===== src/common/slirq_defines.vh =====
`ifndef SLIRQ_DEFINES_VH
`define SLIRQ_DEFINES_VH

// ----------------------------------------------------------------------
// Register indices (byte address is four times the index)
// ----------------------------------------------------------------------
`define SLIRQ_IDX_DISP_LANES   11'h46d
`define SLIRQ_IDX_INV_LANES    11'h46e
`define SLIRQ_IDX_STRAY_LANES  11'h46f
`define SLIRQ_IDX_LOCK_FLAGS   11'h470
`define SLIRQ_IDX_FRAME_FLAGS  11'h471
`define SLIRQ_IDX_SUM_FLAGS    11'h472
`define SLIRQ_IDX_ALIGN_FLAGS  11'h473
`define SLIRQ_IDX_OPF_CFG      11'h476
`define SLIRQ_IDX_TEST_CTRL    11'h477
`define SLIRQ_IDX_ILAS_COUNT   11'h478
`define SLIRQ_IDX_IRQ_VECTOR   11'h47a
`define SLIRQ_IDX_ERR_LIMIT    11'h47c

// ----------------------------------------------------------------------
// Field positions
// ----------------------------------------------------------------------
`define SLIRQ_BIT_IRQ_CLEAR    7
`define SLIRQ_BIT_TEST_SELECT  7
`define SLIRQ_BIT_THRESH_EN    3
`define SLIRQ_BIT_DISPARITY    7
`define SLIRQ_BIT_INVALID      6
`define SLIRQ_BIT_STRAY        5
`define SLIRQ_BIT_RESERVED     4
`define SLIRQ_BIT_LANE_ALIGN   3
`define SLIRQ_BIT_CFG_SUM      2
`define SLIRQ_BIT_FRAME_LOCK   1
`define SLIRQ_BIT_SYMBOL_LOCK  0

// ----------------------------------------------------------------------
// Reset values and legal settings
// ----------------------------------------------------------------------
`define SLIRQ_RST_OPF          8'h01
`define SLIRQ_RST_ILAS_COUNT   8'h01
`define SLIRQ_RST_ERR_LIMIT    8'hff
`define SLIRQ_RST_MASK         8'h00
`define SLIRQ_OPF_ONE          8'h01
`define SLIRQ_OPF_TWO          8'h02
`define SLIRQ_OPF_FOUR         8'h04
`define SLIRQ_ILAS_FORBIDDEN   8'h00

`endif


===== src/core/slirq_sync2.v =====
`timescale 1ns/1ps
`default_nettype none

// Two-flop synchroniser for lane status levels
module slirq_sync2 #(
  parameter WIDTH = 8
) (
  // Clock and reset
  input  wire             mclk,
  input  wire             reset,
  // Data
  input  wire [WIDTH-1:0] asyncIn,
  output wire [WIDTH-1:0] syncOut
);

  reg [WIDTH-1:0] stage1_r;
  reg [WIDTH-1:0] stage2_r;

  // First stage feeds only the second stage
  always @(posedge mclk)
  begin
    if (reset)
    begin
      stage1_r <= {WIDTH{1'b0}};
      stage2_r <= {WIDTH{1'b0}};
    end
    else
    begin
      stage1_r <= asyncIn;
      stage2_r <= stage1_r;
    end
  end

  assign syncOut = stage2_r;

endmodule // slirq_sync2

`default_nettype wire


===== src/core/slirq_err_cnt.v =====
`timescale 1ns/1ps
`default_nettype none

// One lane, one error kind: saturating count and sticky limit flag
module slirq_err_cnt #(
  parameter WIDTH = 8
) (
  // Clock and reset
  input  wire             mclk,
  input  wire             reset,
  // Error event and software clear
  input  wire             errPulse,
  input  wire             clearCount,
  input  wire [WIDTH-1:0] countLimit,
  // Status
  output wire             limitHit
);

  reg [WIDTH-1:0] count_r;
  reg             hit_r;

  // Next count restarts on clear and holds at all ones
  wire             atMax     = (count_r == {WIDTH{1'b1}});
  wire [WIDTH-1:0] count_nxt = clearCount ? {{(WIDTH-1){1'b0}}, errPulse}
                             : count_r + {{(WIDTH-1){1'b0}}, errPulse & ~atMax};

  // Saturate so a long error burst cannot wrap below the limit
  always @(posedge mclk)
  begin
    if (reset)
    begin
      count_r <= {WIDTH{1'b0}};
      hit_r   <= 1'b0;
    end
    else
    begin
      count_r <= count_nxt;
      // Set wins over a clear; judged on the next count so a clear sticks
      hit_r   <= (count_nxt >= countLimit) | (hit_r & ~clearCount);
    end
  end

  assign limitHit = hit_r;

endmodule // slirq_err_cnt

`default_nettype wire


===== src/core/slirq_top.v =====
// The APB register port was left to the implementer.
`timescale 1ns/1ps
`default_nettype none
`include "slirq_defines.vh"

// Operation
// - Per-lane lane alignment status in eight bits; writing 1 to bit 7 clears its interrupt.
// - Lane alignment summary flag sits at bit 3 of the interrupt vector.
// - Lost lane alignment also raises a sync request on the lane group's sync output.
// - Octets per frame takes only 1, 2 or 4; resets to 1.
// - Test select bit makes receiver treat link as constant alignment frames; resets 0.
// - Alignment length field times four gives multiframes; resets to 1, zero refused.
// - Mask bit 7 with any lane disparity count at limit pulls interrupt low.
// - Mask bit 6 with any lane invalid symbol count at limit pulls interrupt low.
// - Mask bit 5 with any lane stray control count at limit pulls interrupt low.
// - Mask bit 3 with failed lane alignment pulls interrupt low; bit 4 reserved.
// - Mask bit 2 with a bad configuration checksum pulls interrupt low.
// - Mask bit 1 with lost frame lock on any lane pulls interrupt low.
// - Summary bit 7 reads 1 when any lane disparity count reached the limit.
// - Summary bit 6 reads 1 when any lane invalid symbol count reached the limit.
// - Mask and summary share one address: writes go to masks, reads return flags.
// - Three error kinds counted per lane against one shared limit resetting to 255.
// - Bit x of each per-lane error register sets when lane x count reaches limit.
module slirq_top #(
  parameter LANES = 8,
  parameter CNT_W = 8
) (
  // Clock and reset
  input  wire             mclk,
  input  wire             reset,
  // APB slave
  input  wire             psel,
  input  wire             penable,
  input  wire             pwrite,
  input  wire [12:0]      paddr,
  input  wire [31:0]      pwdata,
  output wire [31:0]      prdata,
  output wire             pready,
  output wire             pslverr,
  // Lane status levels from the deserialiser (1 = locked / good)
  input  wire [LANES-1:0] symbolLockIn,
  input  wire [LANES-1:0] frameLockIn,
  input  wire [LANES-1:0] laneAlignIn,
  input  wire [LANES-1:0] cfgSumGoodIn,
  // Per-lane error pulses, same clock
  input  wire [LANES-1:0] disparityErr,
  input  wire [LANES-1:0] invalidSymbolErr,
  input  wire [LANES-1:0] strayCtrlErr,
  // Link configuration outputs
  output wire [7:0]       octetsPerFrame,
  output wire             alignSeqTestSelect,
  output wire             thresholdMaskEn,
  output wire [7:0]       alignSeqLength,
  output wire [9:0]       alignSeqMultiframes,
  // Link sync requests, active low, lanes 0-3 and 4-7
  output wire [1:0]       linkSyncRequestOut_n,
  // Interrupt, active low
  output wire             irq_n
);

  // --------------------------------------------------------------------
  // Helpers
  // --------------------------------------------------------------------

  // Any lane dropped from good to bad since last cycle
  function anyLoss;
    input [LANES-1:0] prevLevel;
    input [LANES-1:0] curLevel;
    begin
      anyLoss = |(prevLevel & ~curLevel);
    end
  endfunction

  // Register index hit for the current APB address
  function isIdx;
    input [12:0] addr;
    input [10:0] idx;
    begin
      isIdx = (addr[12:2] == idx) && (addr[1:0] == 2'b00);
    end
  endfunction

  // --------------------------------------------------------------------
  // Status synchronisers
  // --------------------------------------------------------------------

  wire [LANES-1:0] symbolLock;
  wire [LANES-1:0] frameLock;
  wire [LANES-1:0] laneAlign;
  wire [LANES-1:0] cfgSumGood;

  slirq_sync2 #(
    .WIDTH   (4*LANES)
  ) uStatusSync (
    .mclk    (mclk),
    .reset   (reset),
    .asyncIn ({symbolLockIn, frameLockIn, laneAlignIn, cfgSumGoodIn}),
    .syncOut ({symbolLock, frameLock, laneAlign, cfgSumGood})
  );

  // --------------------------------------------------------------------
  // Bus access decode
  // --------------------------------------------------------------------

  reg  pready_r;
  wire wrEn = psel && penable && pwrite && pready_r;
  wire setupCycle = psel && !penable;

  // --------------------------------------------------------------------
  // Configuration registers
  // --------------------------------------------------------------------

  reg [7:0]        opf_r;
  reg              testSelect_r;
  reg              threshEn_r;
  reg [7:0]        ilasCount_r;
  reg [9:0]        ilasFrames_r;
  reg [7:0]        irqMask_r;
  reg [CNT_W-1:0]  errLimit_r;

  // Illegal settings are refused so the link never sees them
  always @(posedge mclk)
  begin
    if (reset)
    begin
      opf_r        <= `SLIRQ_RST_OPF;
      testSelect_r <= 1'b0;
      threshEn_r   <= 1'b0;
      ilasCount_r  <= `SLIRQ_RST_ILAS_COUNT;
      ilasFrames_r <= {`SLIRQ_RST_ILAS_COUNT, 2'b00};
      irqMask_r    <= `SLIRQ_RST_MASK;
      errLimit_r   <= `SLIRQ_RST_ERR_LIMIT;
    end
    else if (wrEn)
    begin
      if (isIdx(paddr, `SLIRQ_IDX_OPF_CFG))
      begin
        if ((pwdata[7:0] == `SLIRQ_OPF_ONE) || (pwdata[7:0] == `SLIRQ_OPF_TWO) ||
            (pwdata[7:0] == `SLIRQ_OPF_FOUR))
          opf_r <= pwdata[7:0];
      end
      else if (isIdx(paddr, `SLIRQ_IDX_TEST_CTRL))
      begin
        testSelect_r <= pwdata[`SLIRQ_BIT_TEST_SELECT];
        threshEn_r   <= pwdata[`SLIRQ_BIT_THRESH_EN];
      end
      else if (isIdx(paddr, `SLIRQ_IDX_ILAS_COUNT))
      begin
        if (pwdata[7:0] != `SLIRQ_ILAS_FORBIDDEN)
        begin
          ilasCount_r  <= pwdata[7:0];
          ilasFrames_r <= {pwdata[7:0], 2'b00};
        end
      end
      else if (isIdx(paddr, `SLIRQ_IDX_IRQ_VECTOR))
      begin
        irqMask_r <= pwdata[7:0] & ~(8'h01 << `SLIRQ_BIT_RESERVED);
      end
      else if (isIdx(paddr, `SLIRQ_IDX_ERR_LIMIT))
      begin
        errLimit_r <= pwdata[CNT_W-1:0];
      end
    end
  end

  // --------------------------------------------------------------------
  // Per-lane error counters
  // --------------------------------------------------------------------

  // Writing 1 to bit x of a lane register clears lane x of that kind
  wire [LANES-1:0] dispClr  = (wrEn && isIdx(paddr, `SLIRQ_IDX_DISP_LANES))
                              ? pwdata[LANES-1:0] : {LANES{1'b0}};
  wire [LANES-1:0] invClr   = (wrEn && isIdx(paddr, `SLIRQ_IDX_INV_LANES))
                              ? pwdata[LANES-1:0] : {LANES{1'b0}};
  wire [LANES-1:0] strayClr = (wrEn && isIdx(paddr, `SLIRQ_IDX_STRAY_LANES))
                              ? pwdata[LANES-1:0] : {LANES{1'b0}};
  wire [LANES-1:0] dispHit;
  wire [LANES-1:0] invHit;
  wire [LANES-1:0] strayHit;

  genvar lane;
  generate
    for (lane = 0; lane < LANES; lane = lane + 1)
    begin : gLane
      // Shared limit across all lanes and kinds
      slirq_err_cnt #(.WIDTH(CNT_W)) uDisp (
        .mclk       (mclk),
        .reset      (reset),
        .errPulse   (disparityErr[lane]),
        .clearCount (dispClr[lane]),
        .countLimit (errLimit_r),
        .limitHit   (dispHit[lane])
      );
      slirq_err_cnt #(.WIDTH(CNT_W)) uInv (
        .mclk       (mclk),
        .reset      (reset),
        .errPulse   (invalidSymbolErr[lane]),
        .clearCount (invClr[lane]),
        .countLimit (errLimit_r),
        .limitHit   (invHit[lane])
      );
      slirq_err_cnt #(.WIDTH(CNT_W)) uStray (
        .mclk       (mclk),
        .reset      (reset),
        .errPulse   (strayCtrlErr[lane]),
        .clearCount (strayClr[lane]),
        .countLimit (errLimit_r),
        .limitHit   (strayHit[lane])
      );
    end
  endgenerate

  // --------------------------------------------------------------------
  // Lock loss latches
  // --------------------------------------------------------------------

  reg [LANES-1:0] symbolPrev_r;
  reg [LANES-1:0] framePrev_r;
  reg [LANES-1:0] alignPrev_r;
  reg [LANES-1:0] sumPrev_r;
  reg             symbolFail_r;
  reg             frameFail_r;
  reg             alignFail_r;
  reg             sumFail_r;

  wire clrSymbol = wrEn && isIdx(paddr, `SLIRQ_IDX_LOCK_FLAGS) &&
                   pwdata[`SLIRQ_BIT_IRQ_CLEAR];
  wire clrFrame  = wrEn && isIdx(paddr, `SLIRQ_IDX_FRAME_FLAGS) &&
                   pwdata[`SLIRQ_BIT_IRQ_CLEAR];
  wire clrAlign  = wrEn && isIdx(paddr, `SLIRQ_IDX_ALIGN_FLAGS) &&
                   pwdata[`SLIRQ_BIT_IRQ_CLEAR];
  wire clrSum    = wrEn && isIdx(paddr, `SLIRQ_IDX_SUM_FLAGS) &&
                   pwdata[`SLIRQ_BIT_IRQ_CLEAR];

  // Edge-based so lanes that never locked after reset do not fire
  always @(posedge mclk)
  begin
    if (reset)
    begin
      symbolPrev_r <= {LANES{1'b0}};
      framePrev_r  <= {LANES{1'b0}};
      alignPrev_r  <= {LANES{1'b0}};
      sumPrev_r    <= {LANES{1'b0}};
      symbolFail_r <= 1'b0;
      frameFail_r  <= 1'b0;
      alignFail_r  <= 1'b0;
      sumFail_r    <= 1'b0;
    end
    else
    begin
      symbolPrev_r <= symbolLock;
      framePrev_r  <= frameLock;
      alignPrev_r  <= laneAlign;
      sumPrev_r    <= cfgSumGood;
      // A loss in the clearing cycle keeps the flag set
      symbolFail_r <= anyLoss(symbolPrev_r, symbolLock) | (symbolFail_r & ~clrSymbol);
      frameFail_r  <= anyLoss(framePrev_r, frameLock) | (frameFail_r & ~clrFrame);
      alignFail_r  <= anyLoss(alignPrev_r, laneAlign) | (alignFail_r & ~clrAlign);
      sumFail_r    <= anyLoss(sumPrev_r, cfgSumGood) | (sumFail_r & ~clrSum);
    end
  end

  // --------------------------------------------------------------------
  // Summary vector and interrupt
  // --------------------------------------------------------------------

  reg [7:0] summary;
  always @*
  begin
    summary = 8'h00;
    summary[`SLIRQ_BIT_DISPARITY]   = |dispHit;
    summary[`SLIRQ_BIT_INVALID]     = |invHit;
    summary[`SLIRQ_BIT_STRAY]       = |strayHit;
    summary[`SLIRQ_BIT_LANE_ALIGN]  = alignFail_r;
    summary[`SLIRQ_BIT_CFG_SUM]     = sumFail_r;
    summary[`SLIRQ_BIT_FRAME_LOCK]  = frameFail_r;
    summary[`SLIRQ_BIT_SYMBOL_LOCK] = symbolFail_r;
  end

  reg irqN_r;
  reg [1:0] syncReqN_r;

  // Level interrupt: low while any enabled flag stays latched
  always @(posedge mclk)
  begin
    if (reset)
      irqN_r <= 1'b1;
    else
      irqN_r <= ~|(summary & irqMask_r);
  end

  // Sync request held while any lane of the group lacks symbol lock or lane alignment
  always @(posedge mclk)
  begin
    if (reset)
      syncReqN_r <= 2'b00;
    else
    begin
      syncReqN_r[0] <= &(laneAlign[3:0] & symbolLock[3:0]);
      syncReqN_r[1] <= &(laneAlign[LANES-1:4] & symbolLock[LANES-1:4]);
    end
  end

  // --------------------------------------------------------------------
  // APB read path and handshake
  // --------------------------------------------------------------------

  reg [31:0] prdata_r;
  reg        pslverr_r;
  reg [7:0]  rdValue;
  reg        rdHit;

  // Read mux; masks are write-only so the vector address returns flags
  always @*
  begin
    rdValue = 8'h00;
    rdHit   = 1'b1;
    if (isIdx(paddr, `SLIRQ_IDX_DISP_LANES))
      rdValue = dispHit;
    else if (isIdx(paddr, `SLIRQ_IDX_INV_LANES))
      rdValue = invHit;
    else if (isIdx(paddr, `SLIRQ_IDX_STRAY_LANES))
      rdValue = strayHit;
    else if (isIdx(paddr, `SLIRQ_IDX_LOCK_FLAGS))
      rdValue = symbolLock;
    else if (isIdx(paddr, `SLIRQ_IDX_FRAME_FLAGS))
      rdValue = frameLock;
    else if (isIdx(paddr, `SLIRQ_IDX_SUM_FLAGS))
      rdValue = cfgSumGood;
    else if (isIdx(paddr, `SLIRQ_IDX_ALIGN_FLAGS))
      rdValue = laneAlign;
    else if (isIdx(paddr, `SLIRQ_IDX_OPF_CFG))
      rdValue = opf_r;
    else if (isIdx(paddr, `SLIRQ_IDX_TEST_CTRL))
      rdValue = {testSelect_r, 3'b000, threshEn_r, 3'b000};
    else if (isIdx(paddr, `SLIRQ_IDX_ILAS_COUNT))
      rdValue = ilasCount_r;
    else if (isIdx(paddr, `SLIRQ_IDX_IRQ_VECTOR))
      rdValue = summary;
    else if (isIdx(paddr, `SLIRQ_IDX_ERR_LIMIT))
      rdValue = errLimit_r;
    else
      rdHit = 1'b0;
  end

  // No wait state: ready rises the cycle after setup, data registered
  always @(posedge mclk)
  begin
    if (reset)
    begin
      pready_r  <= 1'b0;
      prdata_r  <= 32'h00000000;
      pslverr_r <= 1'b0;
    end
    else if (setupCycle)
    begin
      pready_r  <= 1'b1;
      prdata_r  <= pwrite ? 32'h00000000 : {24'h000000, rdValue};
      pslverr_r <= ~rdHit;
    end
    else
    begin
      pready_r  <= 1'b0;
      pslverr_r <= 1'b0;
    end
  end

  // --------------------------------------------------------------------
  // Output drive
  // --------------------------------------------------------------------

  assign prdata               = prdata_r;
  assign pready               = pready_r;
  assign pslverr              = pslverr_r;
  assign octetsPerFrame       = opf_r;
  assign alignSeqTestSelect   = testSelect_r;
  assign thresholdMaskEn      = threshEn_r;
  assign alignSeqLength       = ilasCount_r;
  assign alignSeqMultiframes  = ilasFrames_r;
  assign linkSyncRequestOut_n = syncReqN_r;
  assign irq_n                = irqN_r;

endmodule // slirq_top

`default_nettype wire


===== config.mk =====
export PLATFORM = sky130hd
export DESIGN_NAME = slirq_top
export DESIGN_NICKNAME = d
export VERILOG_FILES = /design/src/core/slirq_sync2.v /design/src/core/slirq_err_cnt.v /design/src/core/slirq_top.v
export VERILOG_INCLUDE_DIRS = /design/src /design/src/common
export SDC_FILE = /design/constraint.sdc
export NUM_CORES = 1
export LEC_CHECK = 0
export BUFFER_PORTS_ARGS = -buffer_cell sky130_fd_sc_hd__buf_2
export CAP_MARGIN = 25
export CORE_UTILIZATION = 41
export DETAILED_ROUTE_END_ITERATION = 8
export GPL_ROUTABILITY_DRIVEN = 0
export PLACE_DENSITY_LB_ADDON = 0.1
export SETUP_SLACK_MARGIN = 0.5
export SYNTH_ARGS = -nofsm -noshare
export SYNTH_HDL_FRONTEND = slang
export SYNTH_HIERARCHICAL = 1
export SYNTH_SLANG_ARGS = --single-unit

===== constraint.sdc =====
create_clock -name mclk -period 4.5 [get_ports mclk]
set_input_delay 0.9 -clock mclk [delete_from_list [all_inputs] [get_ports mclk]]
set_output_delay 0.9 -clock mclk [all_outputs]
set_load 0.02 [all_outputs]

==> summary.md <==
| Metric | Value |
|---|---|
| Synth top cells by count | `dfxtp_1 (362), nor2_1 (254), ha_1 (240), inv_1 (210), nor3_1 (162)` |
| PortBufs | `120` |
| Most common cell in the synthesized netlist | `dfxtp_1` |
| Fin nets | `2903` |
| Required @ worst endpoint | `about 5000 ps` |
| Status | `finished, final reports clean` |
| Clock Path Buffers | `3` |
| Critical R2R Capture | `gLane[1].uDisp/limitHit` |
| Largest net degree at the start of global routing | `around 140` |
| Grt total ovfl | `0` |
| Clk slew on worst S/H paths | `60 ps` |
| CTS resizes | `0` |
| Layout area overhead | `13.5%` |
| Reg2reg setup slack | `1400 ps` |
| Leak Pwr | `12.1 nW` |
| Sequential fraction of the synthesis area | `33.8%` |
| Initial detailed-routing violation count | `1050` |
| Fin. max-slew vios | `0` |
| CTS root buf | `clkbuf_16` |
| CTS tree | `built` |
| Max VDD drop | `0.239 mV` |
| Row Count | `83` |
| Final hold violations | `0` |
| Post-route ant nets | `0` |
| Initial antenna violation count | `6` |
| Final period util | `between 80% and 90%` |
| Worst Reg-to-Reg Cells | `13` |
| Cell taking the most area after synthesis | `dfxtp_1` |
| Vias/cell | `between 5 and 6` |
| Hold path depth | `1` |
| Hold_sp | `uStatusSync/stage1_r[28]` |
| F_max | `276 MHz` |
| Layout cells sized above 1 | `15.3%` |
| Hold EP | `uStatusSync/syncOut[28]` |
| DIE HEIGHT | `231 um` |
| Max-Cap Viols | `0` |
| CP max FO | `13` |
| CTS H-tree lvls | `2` |
| Max-slew headroom at the worst pin | `29.9%` |
| Die Wd | `about 230 um` |
| WL per Instance | `between 15 and 20 um` |
| Vias in the first global route | `17100` |
| Share of the synthesized area in the top cell type | `33.8%` |
| R2r startpoint | `gLane[1].uDisp/count_r[2]` |
| Via Count | `17400` |
| CP Capture Type | `register` |
| Core area | `approximately 0.052 sq mm` |
| Final Setup Violations | `0` |
| Avg Cell Area, Syn | `8.79 sq um` |
| GRT Resource Usage Total | `21.9%` |
| RSZ-0062 raised after global routing | `false` |
| Count of boundary I/O pins | `171` |
| Postcts setup bufs | `0` |
| Pwr dens | `316 mW/mm^2` |
| Async SR Flop Fraction | `0%` |
| Worst slack at placement | `a little over 300 ps` |
| EDFF count, synth | `0` |
| Slew @ Worst Pin | `roughly 1100 ps` |
| Clock latency on the worst-skew pair | `slightly below 600 ps` |
| Hold Crit Class | `register to register` |
| Util after Layout | `47.2%` |
| Post-Route WL | `59.0 mm` |
| Yosys reg bits | `362` |
| TritonCTS Buffers | `44` |
| Post-synth design cell area | `0.0214 sq mm` |
| Top post-synthesis cells by area | `dfxtp_1 (34%), ha_1 (14%), xor2_1 (4.8%)` |
| Crit path DAT | `4040 ps` |
| DRT Pass-1 Iters | `8` |
| Synth Warn # | `6` |
| Final TNS setup | `0 ps` |
| Initial core utilization | `41.6%` |
| Min Tclk post-route | `around 3600 ps` |
| Startpoint types | `primary input` |
| Total die area | `0.0532 sq mm` |
| Critical path class | `primary input to register` |
| Worst setup margin | `874 ps` |
| # hold bufs at CTS | `0` |
| Drc violations | `0` |
| First-pass GRT wire length | `92.2 mm` |
| Main synth FF type | `dfxtp_1` |
| Overall Power | `7.68 mW` |
| CTS sink count | `362` |
| Synth unique cells | `73` |
| Layout Skew | `9.61 ps` |
| Post-DP HPWL | `41.5 mm` |
| Cells after synthesis | `about 2400` |
| Fill count | `5005` |
==> power breakdown <==
part	switching, mW	total [mW]	internal (mW)
clock network	1.49	3.75	2.27
registers	0.0690	3.36	3.29
logic	0.326	0.568	0.241
total	1.88	7.68	5.80
==> placed cells by master, fill, tap and decap left out, drive strengths merged, types with 26 or more instances in the layout <==
cell type and instances:
dfxtp 362, nor2 255, ha 240, inv 212, nor3 186, buf 170, nor2b 164, xor2 118
nand3 112, nand2 102, clkbuf 57, mux2i 52, a21oi 46, nand4 36, nand2b 31, xnor2 27
a2111oi 27, and3 26, conb 26
==> worst max-delay path, cell delays in order <==
cell and delay [ps]:
buf_2 160, nor4b_1 510, nand4_1 230, nor2_1 500, and2_1 520, nor2_1 110
ha_1 330, a211oi_2 230, nor3_1 90, a2111oi_2 330, o32ai_1 140
==> metrics by stage <==
stage          area [sq um]  cells  hold WS, ps
3_3_place_gp          22700   3190          423
3_5_place_dp          22700   3190          421
5_1_grt               24300   3275          447
2_1_floorplan         21500   2462          414
6_report              24300   3275          435
4_1_cts               24300   3272          440
==> worst max-delay path by stage <==
stage / endpoint / cells after the start / start
after global placement: gLane[4].uDisp/limitHit / 12 / paddr[1]
after CTS: gLane[6].uDisp/limitHit / 11 / paddr[1]
after floorplan: gLane[0].uInv/limitHit / 11 / paddr[0]
after detailed placement: gLane[6].uDisp/limitHit / 11 / paddr[1]
final: gLane[2].uDisp/limitHit / 11 / paddr[1]
after global routing: gLane[6].uDisp/limitHit / 11 / paddr[1]
==> cell families (layout without fill, tap and decap cells) <==
family,count (synthesis),after routing,synth area share (%)
simple gates,1032,1032,26.4
flops,362,362,33.8
buf+inv,331,462,6.72
compound gates,272,272,10.6
fa+ha+maj,240,240,14.0
xor+xnor,145,145,5.93
mux,54,54,2.53
other cells,1,28,0.0175
==> flip-flops by register name, indices dropped and copies added (netlist names), 32 cells and up <==
register / flops
gLane.uDisp/count_r: 64
gLane.uInv/count_r: 64
gLane.uStray/count_r: 64
uStatusSync/stage1_r: 32
uStatusSync/syncOut: 32
==> per-layer routing <==
| layer | vias to the layer above | global-route usage [%] | wire length (um) |
|---|---|---|---|
| li1 | 8689 | - | - |
| met1 | 8195 | 28.3 | 27000 |
| met2 | 422 | 35.6 | 26600 |
| met3 | 133 | 4.58 | 3210 |
| met4 | 6 | 8.94 | 2110 |
| met5 | - | 0 | 35 |
==> final cells by class <==
cell class	instances	area, sq um	area share [%]
well taps	680	851	3.50
inverters	210	788	3.24
flip-flops and latches	362	7260	29.8
repair buffers	170	1020	4.21
multi-input cells	1769	12800	52.8
diodes	2	5.00	0.0206
clock buffers	57	1250	5.14
clock inverters	25	302	1.24
Note: power is estimated with default switching activity, not from simulation.
